===== src/design/smd_pkg.sv =====
// smd_pkg: constants and carrier types for the step/dir input logic
// assumes a single 100 MHz clock domain
package smd_pkg;
	localparam int unsigned CLK_HZ            = 100_000_000;
	localparam int unsigned MAX_PULSE_HZ      = 200_000;
	localparam int unsigned PULSE_MIN_CYC     = CLK_HZ / MAX_PULSE_HZ;
	localparam int unsigned IDLE_TIMEOUT_MS   = 100;
	localparam int unsigned IDLE_TIMEOUT_CYC  = (CLK_HZ / 1000) * IDLE_TIMEOUT_MS;
	localparam int unsigned POS_W             = 32;
	localparam int unsigned CUR_W             = 8;
	localparam logic [7:0] CUR_NOMINAL        = 8'h00_C0;
	localparam logic [7:0] CUR_BOOST          = 8'h00_F0;
	localparam logic [7:0] CUR_OFF            = 8'h00_00;
	// microstep increment in 1/256-step units
	localparam logic [8:0] INC_HALF           = 9'h0_080;
	localparam logic [8:0] INC_EIGHTH         = 9'h0_020;
	localparam logic [8:0] INC_256TH          = 9'h0_001;
	localparam logic [8:0] INC_RESET          = 9'h0_080;

	typedef enum logic [1:0] {
		ST_OFF   = 2'b00,
		ST_RUN   = 2'b01,
		ST_FAULT = 2'b10
	} smd_state_t;

	typedef struct packed {
		logic pulse;
		logic dir_ccw;
		logic enable;
		logic boost;
		logic res_sel;
	} smd_in_t;

	typedef struct packed {
		logic             stage_on;
		logic [CUR_W-1:0] current;
		logic             standstill;
		logic             fault;
	} smd_out_t;
endpackage


===== src/design/smd_idle_timer.sv =====
// smd_idle_timer: counts cycles since the last step edge
// assumes step_evt is a one-cycle pulse in the ref_clk domain
`timescale 1ns/1ps
`default_nettype none
module smd_idle_timer #(
	parameter int unsigned TIMEOUT = smd_pkg::IDLE_TIMEOUT_CYC
) (
	input  wire logic ref_clk,
	input  wire logic reset,
	input  wire logic step_evt,
	output var  logic idle
);
	import smd_pkg::*;
	logic [31:0] cnt_reg;

	always_ff @(posedge ref_clk) begin
		if (reset || step_evt) begin
			cnt_reg <= 32'h0000_0000;
		end else if (cnt_reg < TIMEOUT) begin
			cnt_reg <= cnt_reg + 32'h0000_0001;
		end
	end

	// starts idle after reset: a motor that never stepped is at standstill
	always_ff @(posedge ref_clk) begin
		if (reset) begin
			idle <= 1'b1;
		end else if (step_evt) begin
			idle <= 1'b0;
		end else if (cnt_reg >= TIMEOUT - 1) begin
			idle <= 1'b1;
		end
	end
endmodule
`default_nettype wire


===== src/design/smd_step_ctrl.sv =====
// smd_step_ctrl: step/dir input logic of an integrated stepper driver
// assumes inputs already synchronous to ref_clk; fault flags come from analog monitors
`timescale 1ns/1ps
`default_nettype none
// Contract
// - each pulse rising edge moves position one microstep in chosen direction
// - direction low steps clockwise, high steps counter-clockwise
// - enable low turns motor current off, high turns it on
// - resolution latched only while enable low; set before raising enable
// - standard variant: low half step, high eighth step
// - low-noise variant: low eighth step, high 1/256 step
// - torque-raise high increases drive current
// - at standstill phase current drops to two thirds of the nominal or boost level
// - over-temperature or supply fault switches stage off and holds it
// - restart only on fresh enable rising edge after fault clears
module smd_step_ctrl #(
	parameter int unsigned IDLE_CYC  = smd_pkg::IDLE_TIMEOUT_CYC,
	parameter bit          LOW_NOISE = 1'b0
) (
	input  wire logic                     ref_clk,
	input  wire logic                     reset,
	input  wire smd_pkg::smd_in_t         ctl_in,
	input  wire logic                     over_temp,
	input  wire logic                     supply_bad,
	output var  smd_pkg::smd_out_t        drv_out,
	output var  logic [smd_pkg::POS_W-1:0] position
);
	import smd_pkg::*;

	smd_state_t state_reg;
	smd_state_t state_next;
	logic       pulse_q_reg;
	logic       enable_q_reg;
	logic       res_reg;
	logic       idle;
	logic       step_evt;
	logic       enable_rise;
	logic       fault_now;
	logic [8:0] inc;
	logic [CUR_W-1:0] cur_base;
	logic [CUR_W-1:0] cur_next;

	assign step_evt    = ctl_in.pulse && !pulse_q_reg;
	assign enable_rise = ctl_in.enable && !enable_q_reg;
	assign fault_now   = over_temp || supply_bad;

	always_ff @(posedge ref_clk) begin
		if (reset) begin
			pulse_q_reg  <= 1'b0;
			enable_q_reg <= 1'b0;
		end else begin
			pulse_q_reg  <= ctl_in.pulse;
			enable_q_reg <= ctl_in.enable;
		end
	end

	// resolution follows the pin only while disabled
	always_ff @(posedge ref_clk) begin
		if (reset) begin
			res_reg <= 1'b0;
		end else if (!ctl_in.enable) begin
			res_reg <= ctl_in.res_sel;
		end
	end

	always_comb begin
		if (LOW_NOISE) begin
			inc = res_reg ? INC_256TH : INC_EIGHTH;
		end else begin
			inc = res_reg ? INC_EIGHTH : INC_HALF;
		end
	end

	always_comb begin
		state_next = state_reg;
		unique case (state_reg)
			ST_OFF: begin
				if (fault_now) begin
					state_next = ST_FAULT;
				end else if (ctl_in.enable) begin
					state_next = ST_RUN;
				end
			end
			ST_RUN: begin
				if (fault_now) begin
					state_next = ST_FAULT;
				end else if (!ctl_in.enable) begin
					state_next = ST_OFF;
				end
			end
			ST_FAULT: begin
				// a level already high does not re-arm; needs a new edge
				if (!fault_now && enable_rise) begin
					state_next = ST_RUN;
				end
			end
			default: state_next = ST_FAULT;
		endcase
	end

	always_ff @(posedge ref_clk) begin
		if (reset) begin
			state_reg <= ST_OFF;
		end else begin
			state_reg <= state_next;
		end
	end

	smd_idle_timer #(
		.TIMEOUT (IDLE_CYC)
	) u_idle (
		.ref_clk  (ref_clk),
		.reset    (reset),
		.step_evt (step_evt),
		.idle     (idle)
	);

	// every edge in ST_RUN is counted: one cycle per edge suffices far above 200 kHz
	always_ff @(posedge ref_clk) begin
		if (reset) begin
			position <= '0;
		end else if (step_evt && state_reg == ST_RUN) begin
			if (ctl_in.dir_ccw) begin
				position <= position - POS_W'(inc);
			end else begin
				position <= position + POS_W'(inc);
			end
		end
	end

	always_comb begin
		cur_base = ctl_in.boost ? CUR_BOOST : CUR_NOMINAL;
		if (state_next != ST_RUN) begin
			cur_next = CUR_OFF;
		end else if (idle && !step_evt) begin
			cur_next = CUR_W'((16'(cur_base) * 16'd2) / 16'd3);
		end else begin
			cur_next = cur_base;
		end
	end

	always_ff @(posedge ref_clk) begin
		if (reset) begin
			drv_out <= '0;
		end else begin
			drv_out.stage_on   <= (state_next == ST_RUN);
			drv_out.current    <= cur_next;
			drv_out.standstill <= idle && !step_evt;
			drv_out.fault      <= (state_next == ST_FAULT);
		end
	end

	AST_FAULT_OFF: assert property (@(posedge ref_clk) disable iff (reset)
		fault_now |=> !drv_out.stage_on && drv_out.current == CUR_OFF)
		else $error("stage not off after fault");

	AST_FAULT_HOLD: assert property (@(posedge ref_clk) disable iff (reset)
		state_reg == ST_FAULT && !enable_rise |=> state_reg == ST_FAULT)
		else $error("left fault without enable edge");

	AST_REARM: assert property (@(posedge ref_clk) disable iff (reset)
		state_reg == ST_FAULT && enable_rise && !fault_now |=> drv_out.stage_on)
		else $error("no restart on enable edge");

	AST_DISABLE: assert property (@(posedge ref_clk) disable iff (reset)
		!ctl_in.enable |=> !drv_out.stage_on)
		else $error("stage on while disabled");

	AST_STEP_CW: assert property (@(posedge ref_clk) disable iff (reset)
		step_evt && state_reg == ST_RUN && !ctl_in.dir_ccw
		|=> position == $past(position) + POS_W'($past(inc)))
		else $error("cw step wrong");

	AST_STEP_CCW: assert property (@(posedge ref_clk) disable iff (reset)
		step_evt && state_reg == ST_RUN && ctl_in.dir_ccw
		|=> position == $past(position) - POS_W'($past(inc)))
		else $error("ccw step wrong");

	AST_RES_LOCK: assert property (@(posedge ref_clk) disable iff (reset)
		ctl_in.enable && $past(ctl_in.enable) |-> $stable(res_reg))
		else $error("resolution changed while enabled");

	// step sizes are checked on the position itself, not on the increment mux
	AST_RES_STD: assert property (@(posedge ref_clk) disable iff (reset)
		!LOW_NOISE && step_evt && state_reg == ST_RUN && !ctl_in.dir_ccw
		|=> position - $past(position) == POS_W'($past(res_reg) ? 32 : 128))
		else $error("standard step size wrong");

	AST_RES_LN: assert property (@(posedge ref_clk) disable iff (reset)
		LOW_NOISE && step_evt && state_reg == ST_RUN && !ctl_in.dir_ccw
		|=> position - $past(position) == POS_W'($past(res_reg) ? 1 : 32))
		else $error("low-noise step size wrong");

	AST_IDLE_CUR: assert property (@(posedge ref_clk) disable iff (reset)
		drv_out.stage_on && drv_out.standstill |->
		drv_out.current == CUR_NOMINAL * 2 / 3 || drv_out.current == CUR_BOOST * 2 / 3)
		else $error("standstill current not reduced");

	AST_EDGE_FULL: assert property (@(posedge ref_clk) disable iff (reset)
		step_evt && state_next == ST_RUN |=> !drv_out.standstill
		&& drv_out.current == ($past(ctl_in.boost) ? CUR_BOOST : CUR_NOMINAL))
		else $error("full current not restored");

	// fault handling: the flag and the off state must appear together
	AST_FAULT_FLAG: assert property (@(posedge ref_clk) disable iff (reset)
		fault_now
		|=> drv_out.fault)
		else $error("fault flag missing");

	AST_FAULT_STATE: assert property (@(posedge ref_clk) disable iff (reset)
		fault_now
		|=> state_reg == ST_FAULT)
		else $error("fault state not entered");

	AST_FAULT_EXCL: assert property (@(posedge ref_clk) disable iff (reset)
		drv_out.fault
		|-> !drv_out.stage_on)
		else $error("stage on while fault shown");

	AST_ENABLE_EDGE: assert property (@(posedge ref_clk) disable iff (reset)
		state_reg == ST_FAULT && !fault_now && !enable_rise
		|=> !drv_out.stage_on)
		else $error("restart without enable edge");

	// power state follows the enable level outside faults
	AST_ENABLE_ON: assert property (@(posedge ref_clk) disable iff (reset)
		state_reg == ST_OFF && ctl_in.enable && !fault_now
		|=> drv_out.stage_on)
		else $error("stage not on after enable");

	AST_RUN_ON: assert property (@(posedge ref_clk) disable iff (reset)
		state_reg == ST_RUN && ctl_in.enable && !fault_now
		|=> drv_out.stage_on && !drv_out.fault)
		else $error("stage dropped while running");

	AST_OFF_CUR: assert property (@(posedge ref_clk) disable iff (reset)
		!drv_out.stage_on
		|-> drv_out.current == CUR_OFF)
		else $error("current while stage off");

	AST_OFF_NO_FAULT: assert property (@(posedge ref_clk) disable iff (reset)
		state_reg == ST_OFF && !fault_now && !ctl_in.enable
		|=> !drv_out.fault)
		else $error("fault shown while simply off");

	AST_NO_STEP_OFF: assert property (@(posedge ref_clk) disable iff (reset)
		state_reg != ST_RUN
		|=> position == $past(position))
		else $error("position moved while not running");

	AST_NO_EDGE_HOLD: assert property (@(posedge ref_clk) disable iff (reset)
		!step_evt
		|=> $stable(position))
		else $error("position moved without edge");

	AST_RES_OPEN: assert property (@(posedge ref_clk) disable iff (reset)
		!ctl_in.enable
		|=> res_reg == $past(ctl_in.res_sel))
		else $error("resolution not taken while disabled");

	// current level checks; boost raises the current both while moving and at standstill
	AST_BOOST_CUR: assert property (@(posedge ref_clk) disable iff (reset)
		state_next == ST_RUN && ctl_in.boost && !idle
		|=> drv_out.current == CUR_BOOST)
		else $error("boost current wrong");

	AST_NOMINAL_CUR: assert property (@(posedge ref_clk) disable iff (reset)
		state_next == ST_RUN && !ctl_in.boost && !idle
		|=> drv_out.current == CUR_NOMINAL)
		else $error("nominal current wrong");

	AST_REDUCED_NOM: assert property (@(posedge ref_clk) disable iff (reset)
		drv_out.stage_on && drv_out.standstill && !$past(ctl_in.boost)
		|-> drv_out.current == CUR_W'((CUR_NOMINAL * 2) / 3))
		else $error("reduced nominal current wrong");

	AST_REDUCED_BOOST: assert property (@(posedge ref_clk) disable iff (reset)
		drv_out.stage_on && drv_out.standstill && $past(ctl_in.boost)
		|-> drv_out.current == CUR_W'((CUR_BOOST * 2) / 3))
		else $error("reduced boost current wrong");

	// standstill detection and its release on a new edge
	AST_STILL_FLAG: assert property (@(posedge ref_clk) disable iff (reset)
		idle && !step_evt
		|=> drv_out.standstill)
		else $error("standstill not flagged");

	AST_STILL_CLEAR: assert property (@(posedge ref_clk) disable iff (reset)
		step_evt
		|=> !drv_out.standstill)
		else $error("standstill kept after edge");

	AST_IDLE_CLEAR: assert property (@(posedge ref_clk) disable iff (reset)
		step_evt
		|=> !idle)
		else $error("idle timer not restarted");
endmodule
`default_nettype wire


===== config.mk =====
export PLATFORM = sky130hd
export DESIGN_NAME = smd_step_ctrl
export DESIGN_NICKNAME = d
export VERILOG_FILES = /design/src/design/smd_pkg.sv /design/src/design/smd_idle_timer.sv /design/src/design/smd_step_ctrl.sv
export SDC_FILE = /design/constraint.sdc
export NUM_CORES = 1
export LEC_CHECK = 0
export ABC_AREA = 0
export BUFFER_PORTS_ARGS = -buffer_cell sky130_fd_sc_hd__buf_4
export CORE_MARGIN = 2
export CORE_UTILIZATION = 40
export CTS_CLUSTER_SIZE = 10
export DETAILED_ROUTE_END_ITERATION = 8
export HOLD_SLACK_MARGIN = 0.1
export PLACE_DENSITY = 0.57
export SKIP_CTS_REPAIR_TIMING = 1
export SYNTH_ARGS = -nofsm -noshare
export SYNTH_HDL_FRONTEND = slang
export SYNTH_SLANG_ARGS = --single-unit

===== constraint.sdc =====
create_clock -name ref_clk -period 3.6 [get_ports ref_clk]
set_input_delay 0.72 -clock ref_clk [delete_from_list [all_inputs] [get_ports ref_clk]]
set_output_delay 0.72 -clock ref_clk [all_outputs]
set_load 0.02 [all_outputs]

==> results of run 1 <==
-- routing by layer --
layer / vias up / GRT usage [%] / share of wire (%)
met3: 14 / 3.37 / 3.4
met4: 0 / 6.48 / 1.7
met2: 58 / 26.5 / 44
li1: 1774 / - / -
met1: 1628 / 24.3 / 51
met5: - / 0 / 0
-- how the worst max path moves through the flow --
stage | start | endpoint | depth (start not counted)
2_1_floorplan | ctl_in[3] | position[31] | 10
3_3_place_gp | ctl_in[3] | position[31] | 11
3_5_place_dp | ctl_in[3] | position[31] | 11
4_1_cts | ctl_in[3] | position[31] | 11
5_1_grt | ctl_in[3] | position[31] | 10
6_report | ctl_in[3] | position[31] | 11
-- worst reg2reg max path: cells and delay by family (launching register included) --
kind,cells,cell delay (ns)
AOI/OAI and AO/OA,4,0.98
and+or+nand+nor,3,0.64
muxes,2,0.56
DFF,1,0.34
adders and majority gates,1,0.21
-- metrics by stage --
| stage | setup slack, ns | instance area, µm² | power [mW] | util (%) | instances |
|---|---|---|---|---|---|
| after floorplan | 0.500 | 4100 | 0.947 | - | 492 |
| after global placement | 0.233 | 4510 | 0.985 | 45.9 | 646 |
| after detailed placement | 0.230 | 4510 | 0.985 | 45.9 | 646 |
| after CTS | 0.575 | 4760 | 1.80 | 48.5 | 662 |
| after global routing | 0.359 | 4760 | 1.86 | 48.5 | 662 |
| final | 0.563 | 4760 | 1.78 | 48.5 | 662 |
-- power groups by stage --
| stage | Combinational [mW] | Clock, mW | Sequential (mW) |
|---|---|---|---|
| after floorplan | 0.0998 | 0 | 0.847 |
| after global placement | 0.141 | 0 | 0.844 |
| after detailed placement | 0.141 | 0 | 0.844 |
| after CTS | 0.142 | 0.833 | 0.825 |
| after global routing | 0.157 | 0.872 | 0.826 |
| final | 0.142 | 0.817 | 0.825 |
-- Yosys cell counts, drive strengths merged, types with 3 or more instances --
library cell / count
nor3: 12
or3: 4
nor2: 46
xor2: 20
nor4: 5
a211oi: 4
a31oi: 6
nand2b: 6
nor2b: 9
xnor2: 19
o21ai: 15
nand3: 16
nand2: 51
a21oi: 36
buf: 10
a21o: 10
nor3b: 3
and3: 9
inv: 9
ha: 27
nand4: 14
o21bai: 3
nand3b: 5
mux2i: 4
o21a: 5
dfxtp: 73
o31ai: 3
and2: 13
clkbuf: 20
-- cell families (layout without fill, tap and decap cells) --
group           after synthesis  count (layout)  share of synthesized area [%]
mux                           5               5                           1.26
buf+inv                      39              76                           4.36
simple gates                202             202                           25.5
xor+xnor                     39              39                           8.38
other cells                   1               8                         0.0920
fa+ha+maj                    27              27                           8.29
compound gates               99              99                           16.2
flops                        73              73                           35.9
-- area by class of cell --
class	instances	area [µm²]	area share, %
Sequential cell	73	1460	30.7
Tap cell	133	166	3.49
Clock inverter	4	98.8	2.07
Clock buffer	12	155	3.26
Inverter	9	33.8	0.709
Timing Repair Buffer	51	383	8.04
Multi-Input combinational cell	380	2470	51.8
==> flow_summary_export.csv, run 1 <==
group,metric,value,unit
route,drt-wirelength-per-cell,14.0,µm
synthesis,synth_sequential_area_ratio,35.9,%
power,vdd_ir_drop_max,203,µV
synthesis,asyncSetResetFlopFracSynth,0,%
synthesis,syn_inst,485,
timing,slew-limit-headroom,38.6,%
floorplanning,area_enclosed_by_the_die_boundary,11000,µm²
power,power.density,374,nW/µm²
critical_path,crit_path_start_kind,"input pin",
synthesis,yosysTopAreaCellShare,35.9,%
placed_design,finalWeightedCongestion,0.863,
synthesis,yosys_most_used_dff,"sky130_fd_sc_hd__dfxtp_1",
critical_path,critical_path.max_stage_delay,0.38,ns
floorplanning,die_width,105,µm
synthesis,syn_avg_cell_area,8.40,µm²
synthesis,postSynthRegisterBits,73,
flow_run,drv.max_cap_violation_count,0,
clocking,maximum_root_to_sink_buffer_count,2,
power,combinationalPowerShare,8.0,%
critical_path,timing.reg2reg.worst_path_depth,10,
grt,grt_antenna_before_repair,0,
floorplanning,initial_core_util,41.5,%
synthesis,synth_top_cell_by_area,"sky130_fd_sc_hd__dfxtp_1",
floorplanning,floorplan.io_pins,52,
critical_path,cp.arrival,3.28,ns
grt,global_route_wire_length_before_repair,15.7,mm
timing,post-route-min-period,3.04,ns
synthesis,synth_area_leaders,"sky130_fd_sc_hd__dfxtp_1, sky130_fd_sc_hd__ha_1, sky130_fd_sc_hd__nand2_1",
run_status,run_status,"finished clean",
layout,fin_nets,560,
timing,max_slew_violations,0,
grt,grt_max_degree,43,
clocking,cts_buffers,9,
critical_path,critical_path_buf_inv_count,1,
timing,setup_viol,0,
route,postRouteAntennaNets,0,
timing,finalClockSkew,0.00814,ns
synthesis,synth.lib_cells_used.distinct,55,
critical_path,worst_setup_path_end_kind,"flop",
timing,fin_hold_ws,0.460,ns
power,p_int,1.37,mW
route,remaining_drc_errors,0,
layout,layout.cells.most_common_list,"sky130_fd_sc_hd__dfxtp_1, sky130_fd_sc_hd__buf_4, sky130_fd_sc_hd__nand2_1",
layout,areaGrowthSynthToFinish,17.0,%
route,vias_per_cell,5.25,
min_path,min_delay_worst_endpoint,"u_idle.cnt_reg[30]",
timing,tightestPinTransition,0.920,ns
critical_path,setup.reg_to_reg.worst_slack,0.76,ns
clocking,ctsRootBufferMaster,"sky130_fd_sc_hd__clkbuf_8",
synthesis,synth.yosys.warnings,0,
critical_path,worst_path_max_delay_cell,"sky130_fd_sc_hd__or3_4",
floorplanning,floorplan.core_area,9820,µm²
placed_design,dp_hpwl,6.63,mm
grt,globalRouteTotalUtil,17.4,%
timing,final_total_negative_setup_slack,0,ns
timing,grt_setup_unrepaired,"no",
min_path,worstHoldStart,"u_idle.cnt_reg[30]",
critical_path,path_delay_family,"compound AO/OA/AOI/OAI gates",
min_path,hold-path-cell-count,1,
clocking,worst_setup_hold_path_clk_slew,0.08,ns
clocking,tritoncts_clock_tree,"done",
critical_path,crit_fanout,6,
synthesis,post_synthesis_cell_area,4070,µm²
layout,largest_reg_flops,32,
clocking,cts.sink_count,73,
clocking,worst_skew_pair.late_latency,0.35,ns
grt,grt_pass1_vias,3309,
timing,fmax,0.329,GHz
route,drt_pre_antenna_iters,4,
power,clkPwrFrac,45.8,%
power,p_sw,414,µW
floorplanning,core.rowCount,36,
power,netSwitchingFraction,23.2,%
layout,layout.filler_cells,1001,
timing,final.period_utilization,84.4,%
critical_path,worst-setup-path-type,"input pin to flop",
min_path,class_of_the_tightest_hold_or_removal_check,"flop to flop",
floorplanning,chipHeight,105,µm
power,power.static_leakage,1.99,nW
layout,mostFrequentLayoutCell,"sky130_fd_sc_hd__dfxtp_1",
timing,report.final.hold_viol_count,0,
power,power_frac_seq,46.2,%
route,postRouteWirelength,9.24,mm
layout,antenna_cells_inserted,0,
critical_path,critical_path.reg2reg.startpoint,"res_reg",
critical_path,cp_data_required_time,3.84,ns
route,dr_total_vias,3474,
grt,overflow,0,
placed_design,place.port_buffers,43,
critical_path,timing.critical_path.cells,"buf_4 > and2_1 > ha_1 > or3_4 > o221a_4 > a221o_1 > nand2_2 > o31ai_2 > a221oi_2 > mux2i_1 > mux2_1",
critical_path,r2r-end,"position[31]",
synthesis,count_of_flip_flops_with_a_built_in_enable_after_synthesis,0,
layout,post_route_cells_drive_above_1_share,14.7,%
clocking,cts-htree-levels,3,
route,first_iter_violations,118,
(Power assumes the default switching activity.)
==> run 2: changes to the inputs <==
Clock period 3.6 ns to 2.9 ns, I/O delays scaled along.
==> flow_summary_export.csv, run 2 (same netlist as run 1, synthesis figures left out) <==
group,metric,value,unit
floorplanning,die_width,105,µm
flow_run,drv.max_cap_violation_count,0,
floorplanning,floorplan.io_pins,52,
layout,layout.filler_cells,946,
critical_path,critical_path.max_stage_delay,0.37,ns
clocking,maximum_root_to_sink_buffer_count,2,
route,first_iter_violations,129,
critical_path,cp.arrival,3.03,ns
layout,layout.cells.most_common_list,"sky130_fd_sc_hd__buf_4, sky130_fd_sc_hd__dfxtp_1, sky130_fd_sc_hd__nand2_1",
timing,setup_viol,0,
timing,fin_hold_ws,0.448,ns
layout,finalCoreUtilization,51.8,%
grt,grt_antenna_before_repair,0,
timing,grt_setup_unrepaired,"no",
floorplanning,core.rowCount,36,
layout,areaGrowthSynthToFinish,24.8,%
power,vdd_ir_drop_max,260,µV
floorplanning,area_enclosed_by_the_die_boundary,11000,µm²
clocking,cts_buffers,9,
placed_design,finalWeightedCongestion,0.869,
timing,max_slew_violations,0,
layout,mostFrequentLayoutCell,"sky130_fd_sc_hd__buf_4",
clocking,worst_skew_pair.late_latency,0.36,ns
layout,fin_nets,601,
power,power.static_leakage,2.19,nW
timing,final.period_utilization,96.2,%
route,postRouteWirelength,9.82,mm
critical_path,timing.critical_path.cells,"buf_4 > and2_4 > ha_2 > or3_4 > o221a_4 > a221o_1 > nand2_2 > o31ai_4 > a221oi_2 > mux2i_1 > mux2_1",
floorplanning,floorplan.core_area,9820,µm²
placed_design,place.port_buffers,43,
timing,fmax,0.359,GHz
clocking,cts.sink_count,73,
route,vias_per_cell,5.17,
grt,globalRouteTotalUtil,18.5,%
min_path,class_of_the_tightest_hold_or_removal_check,"input pin to flop",
critical_path,worst_path_max_delay_cell,"sky130_fd_sc_hd__or3_4",
timing,finalClockSkew,0.0122,ns
run_status,run_status,"finished clean",
floorplanning,chipHeight,105,µm
grt,grt_max_degree,43,
grt,global_route_wire_length_before_repair,16.6,mm
timing,slew-limit-headroom,54.2,%
timing,tightestPinTransition,0.688,ns
timing,report.final.hold_viol_count,0,
timing,post-route-min-period,2.79,ns
layout,post_route_cells_drive_above_1_share,22.3,%
critical_path,worst-setup-path-type,"input pin to flop",
clocking,ctsRootBufferMaster,"sky130_fd_sc_hd__clkbuf_8",
critical_path,crit_path_start_kind,"input pin",
power,power.density,424,nW/µm²
placed_design,dp_hpwl,7.12,mm
critical_path,worst_setup_path_end_kind,"flop",
route,dr_total_vias,3636,
floorplanning,initial_core_util,41.5,%
grt,grt_pass1_vias,3606,
route,drt-wirelength-per-cell,14.0,µm
layout,antenna_cells_inserted,0,
route,remaining_drc_errors,0,
clocking,cts-htree-levels,3,
clocking,tritoncts_clock_tree,"done",
layout,largest_reg_flops,32,
grt,overflow,0,
critical_path,crit_fanout,5,
clocking,worst_setup_hold_path_clk_slew,0.08,ns
critical_path,cp_data_required_time,3.14,ns
route,postRouteAntennaNets,0,
route,drt_pre_antenna_iters,4,
==> run 2: worst paths after layout <==
| kind | startpoint | to | slack, ns | depth (start not counted) |
|---|---|---|---|---|
| setup / recovery | ctl_in[3] | position[31] | 0.11 | 11 |
| hold / removal | ctl_in[4] | pulse_q_reg | 0.45 | 2 |
| setup reg to reg | res_reg | position[31] | 0.13 | 10 |
| hold reg to reg | u_idle.cnt_reg[31] | u_idle.cnt_reg[31] | 0.47 | 1 |
==> run 2: layer usage <==
layer | share of wire, % | up-vias | track usage (%) | wire length, µm
met2 | 46 | 79 | 30.4 | 4540
met4 | 1.9 | 0 | 8.19 | 184
met3 | 4.1 | 14 | 2.68 | 398
met1 | 48 | 1676 | 24.1 | 4700
li1 | - | 1867 | - | -
met5 | 0 | - | 0 | 0
==> run 2: area by class of cell <==
class                      instances  area (µm²)  share of cell area [%]
multi-input combinational        380        2500                    49.2
tap                              133         166                    3.27
clock buffer                      11         151                    2.98
timing repair buffer              92         691                    13.6
inverter                           9        33.8                   0.664
clock inverter                     5        77.6                    1.53
sequential                        73        1470                    28.8
==> run 2: worst max-delay path: cells and delay by family <==
family | cells | cell delay (ns)
compound gates | 4 | 0.93
fa+ha+maj | 1 | 0.18
buf+inv | 1 | 0.14
mux | 2 | 0.55
simple gates | 3 | 0.64
==> run 2: power breakdown <==
part	internal [mW]	switching (mW)
Clock	0.529	0.398
Combinational	0.0902	0.117
Sequential	1.01	0.0103
==> run 2: metrics by stage <==
| step | cells | instance area [µm²] | power, mW | worst slack [ns] | TNS, ns |
|---|---|---|---|---|---|
| floorplan | 492 | 4110 | 1.18 | -0.0166 | -0.0166 |
| global placement | 687 | 4830 | 1.25 | -0.244 | -1.12 |
| detailed placement | 687 | 4830 | 1.25 | -0.297 | -1.52 |
| CTS | 703 | 5060 | 2.18 | 0.0783 | 0 |
| global route | 703 | 5080 | 2.25 | 0.00484 | 0 |
| finish | 703 | 5080 | 2.16 | 0.112 | 0 |
==> run 3: changes to the inputs <==
Settings changed: HOLD_SLACK_MARGIN 0.1 to 0.15, PLACE_DENSITY 0.57 to 0.55.
==> flow_summary_export.csv, run 3 (same netlist as run 1, synthesis figures left out) <==
group,metric,value,unit
grt,overflow,0,
route,first_iter_violations,130,
placed_design,placedCellCount,690,
timing,slew-limit-headroom,53.8,%
min_path,hold-path-cell-count,2,
critical_path,worst_path_max_delay_cell,"sky130_fd_sc_hd__or3_4",
floorplanning,core.rowCount,36,
floorplanning,chipHeight,105,µm
clocking,worst_setup_hold_path_clk_slew,0.09,ns
route,remaining_drc_errors,0,
layout,largest_reg_flops,32,
floorplanning,floorplan.core_area,9820,µm²
timing,tightestPinTransition,0.690,ns
grt,global_route_wire_length_before_repair,16.7,mm
min_path,class_of_the_tightest_hold_or_removal_check,"input pin to flop",
critical_path,worst-setup-path-type,"input pin to flop",
power,power.density,427,nW/µm²
timing,final.period_utilization,96.4,%
placed_design,dp_hpwl,7.33,mm
layout,areaGrowthSynthToFinish,25.1,%
route,postRouteAntennaNets,0,
power,vdd_ir_drop_max,202,µV
placed_design,place.port_buffers,43,
grt,grt_antenna_before_repair,0,
timing,post-route-min-period,2.80,ns
clocking,maximum_root_to_sink_buffer_count,2,
placed_design,pre_cts_ws,-0.275,ns
timing,postLayoutSetupSlackWorst,0.104,ns
layout,post_route_cells_drive_above_1_share,22.2,%
timing,fmax,0.358,GHz
run_status,run_status,"finished clean",
critical_path,cp_data_required_time,3.16,ns
clocking,worst_skew_pair.late_latency,0.36,ns
power,power.static_leakage,2.20,nW
critical_path,cp.arrival,3.05,ns
layout,stdcell_area,5100,µm²
route,drt-wirelength-per-cell,14.0,µm
floorplanning,die_width,105,µm
layout,fin_cells,706,
floorplanning,floorplan.io_pins,52,
clocking,ctsRootBufferMaster,"sky130_fd_sc_hd__clkbuf_8",
clocking,cts.sink_count,73,
critical_path,worst_setup_path_end_kind,"flop",
placed_design,finalWeightedCongestion,0.888,
grt,grt_max_degree,43,
layout,antenna_cells_inserted,0,
floorplanning,area_enclosed_by_the_die_boundary,11000,µm²
grt,globalRouteTotalUtil,18.7,%
clocking,tritoncts_clock_tree,"done",
flow_run,drv.max_cap_violation_count,0,
critical_path,crit_path_start_kind,"input pin",
route,drt_pre_antenna_iters,4,
route,postRouteWirelength,9.90,mm
timing,max_slew_violations,0,
floorplanning,initial_core_util,41.5,%
timing,setup_viol,0,
critical_path,critical_path.max_stage_delay,0.38,ns
route,vias_per_cell,5.10,
route,dr_total_vias,3599,
clocking,cts-htree-levels,3,
critical_path,timing.reg2reg.worst_path_depth,10,
timing,report.final.hold_viol_count,0,
grt,grt_pass1_vias,3507,
placed_design,placement.cell_area,4850,µm²
clocking,cts_buffers,9,
layout,layout.cells.most_common_list,"sky130_fd_sc_hd__buf_4, sky130_fd_sc_hd__dfxtp_1, sky130_fd_sc_hd__nand2_1",
timing,final_total_negative_setup_slack,0,ns
timing,finalClockSkew,0.0156,ns
timing,fin_hold_ws,0.437,ns
layout,fin_nets,604,
critical_path,crit_fanout,5,
critical_path,timing.critical_path.cells,"buf_4 > and2_1 > ha_2 > or3_4 > o221a_4 > a221o_1 > nand2_2 > o31ai_4 > a221oi_2 > mux2i_1 > mux2_1",
layout,mostFrequentLayoutCell,"sky130_fd_sc_hd__buf_4",
-- run 3: worst max-delay path, delay by kind of cell --
family / cells / cell delay (ns)
mux: 2 / 0.57
simple gates: 3 / 0.65
fa+ha+maj: 1 / 0.18
compound gates: 4 / 0.92
buf+inv: 1 / 0.14
-- run 3: area by class of cell --
class	count	area [µm²]
Clock buffer	11	151
Clock inverter	5	85.1
Fill cell	948	4720
Inverter	9	33.8
Multi-Input combinational cell	380	2480
Sequential cell	73	1460
Tap cell	133	166
Timing Repair Buffer	95	713
-- run 3: path summary, 6_finish.rpt --
check,start,endpoint,slack (ns)
max reg2reg,res_reg,position[31],0.15
max,ctl_in[3],position[31],0.10
min reg2reg,u_idle.cnt_reg[29],u_idle.cnt_reg[29],0.46
min,ctl_in[4],pulse_q_reg,0.44
-- run 3: through the flow --
step                power [mW]  utilization (%)
floorplan                 1.18                -
detailed placement        1.26             49.4
global placement          1.25             49.4
global route              2.27             51.9
CTS                       2.20             51.8
finish                    2.18             51.9
-- run 3: routing by layer --
layer	global-route usage, %	routed length (µm)
met1	23.8	4770
met2	30.9	4580
met3	4.55	375
met4	6.38	174
met5	0	0
-- run 3: report_power, final --
part           leakage, nW  total [mW]  switching, mW  internal, mW
Clock                0.117       0.943          0.405         0.537
Sequential           0.591        1.02        0.00949          1.01
Combinational         1.49       0.210          0.120        0.0904
Total                 2.20        2.18          0.535          1.64
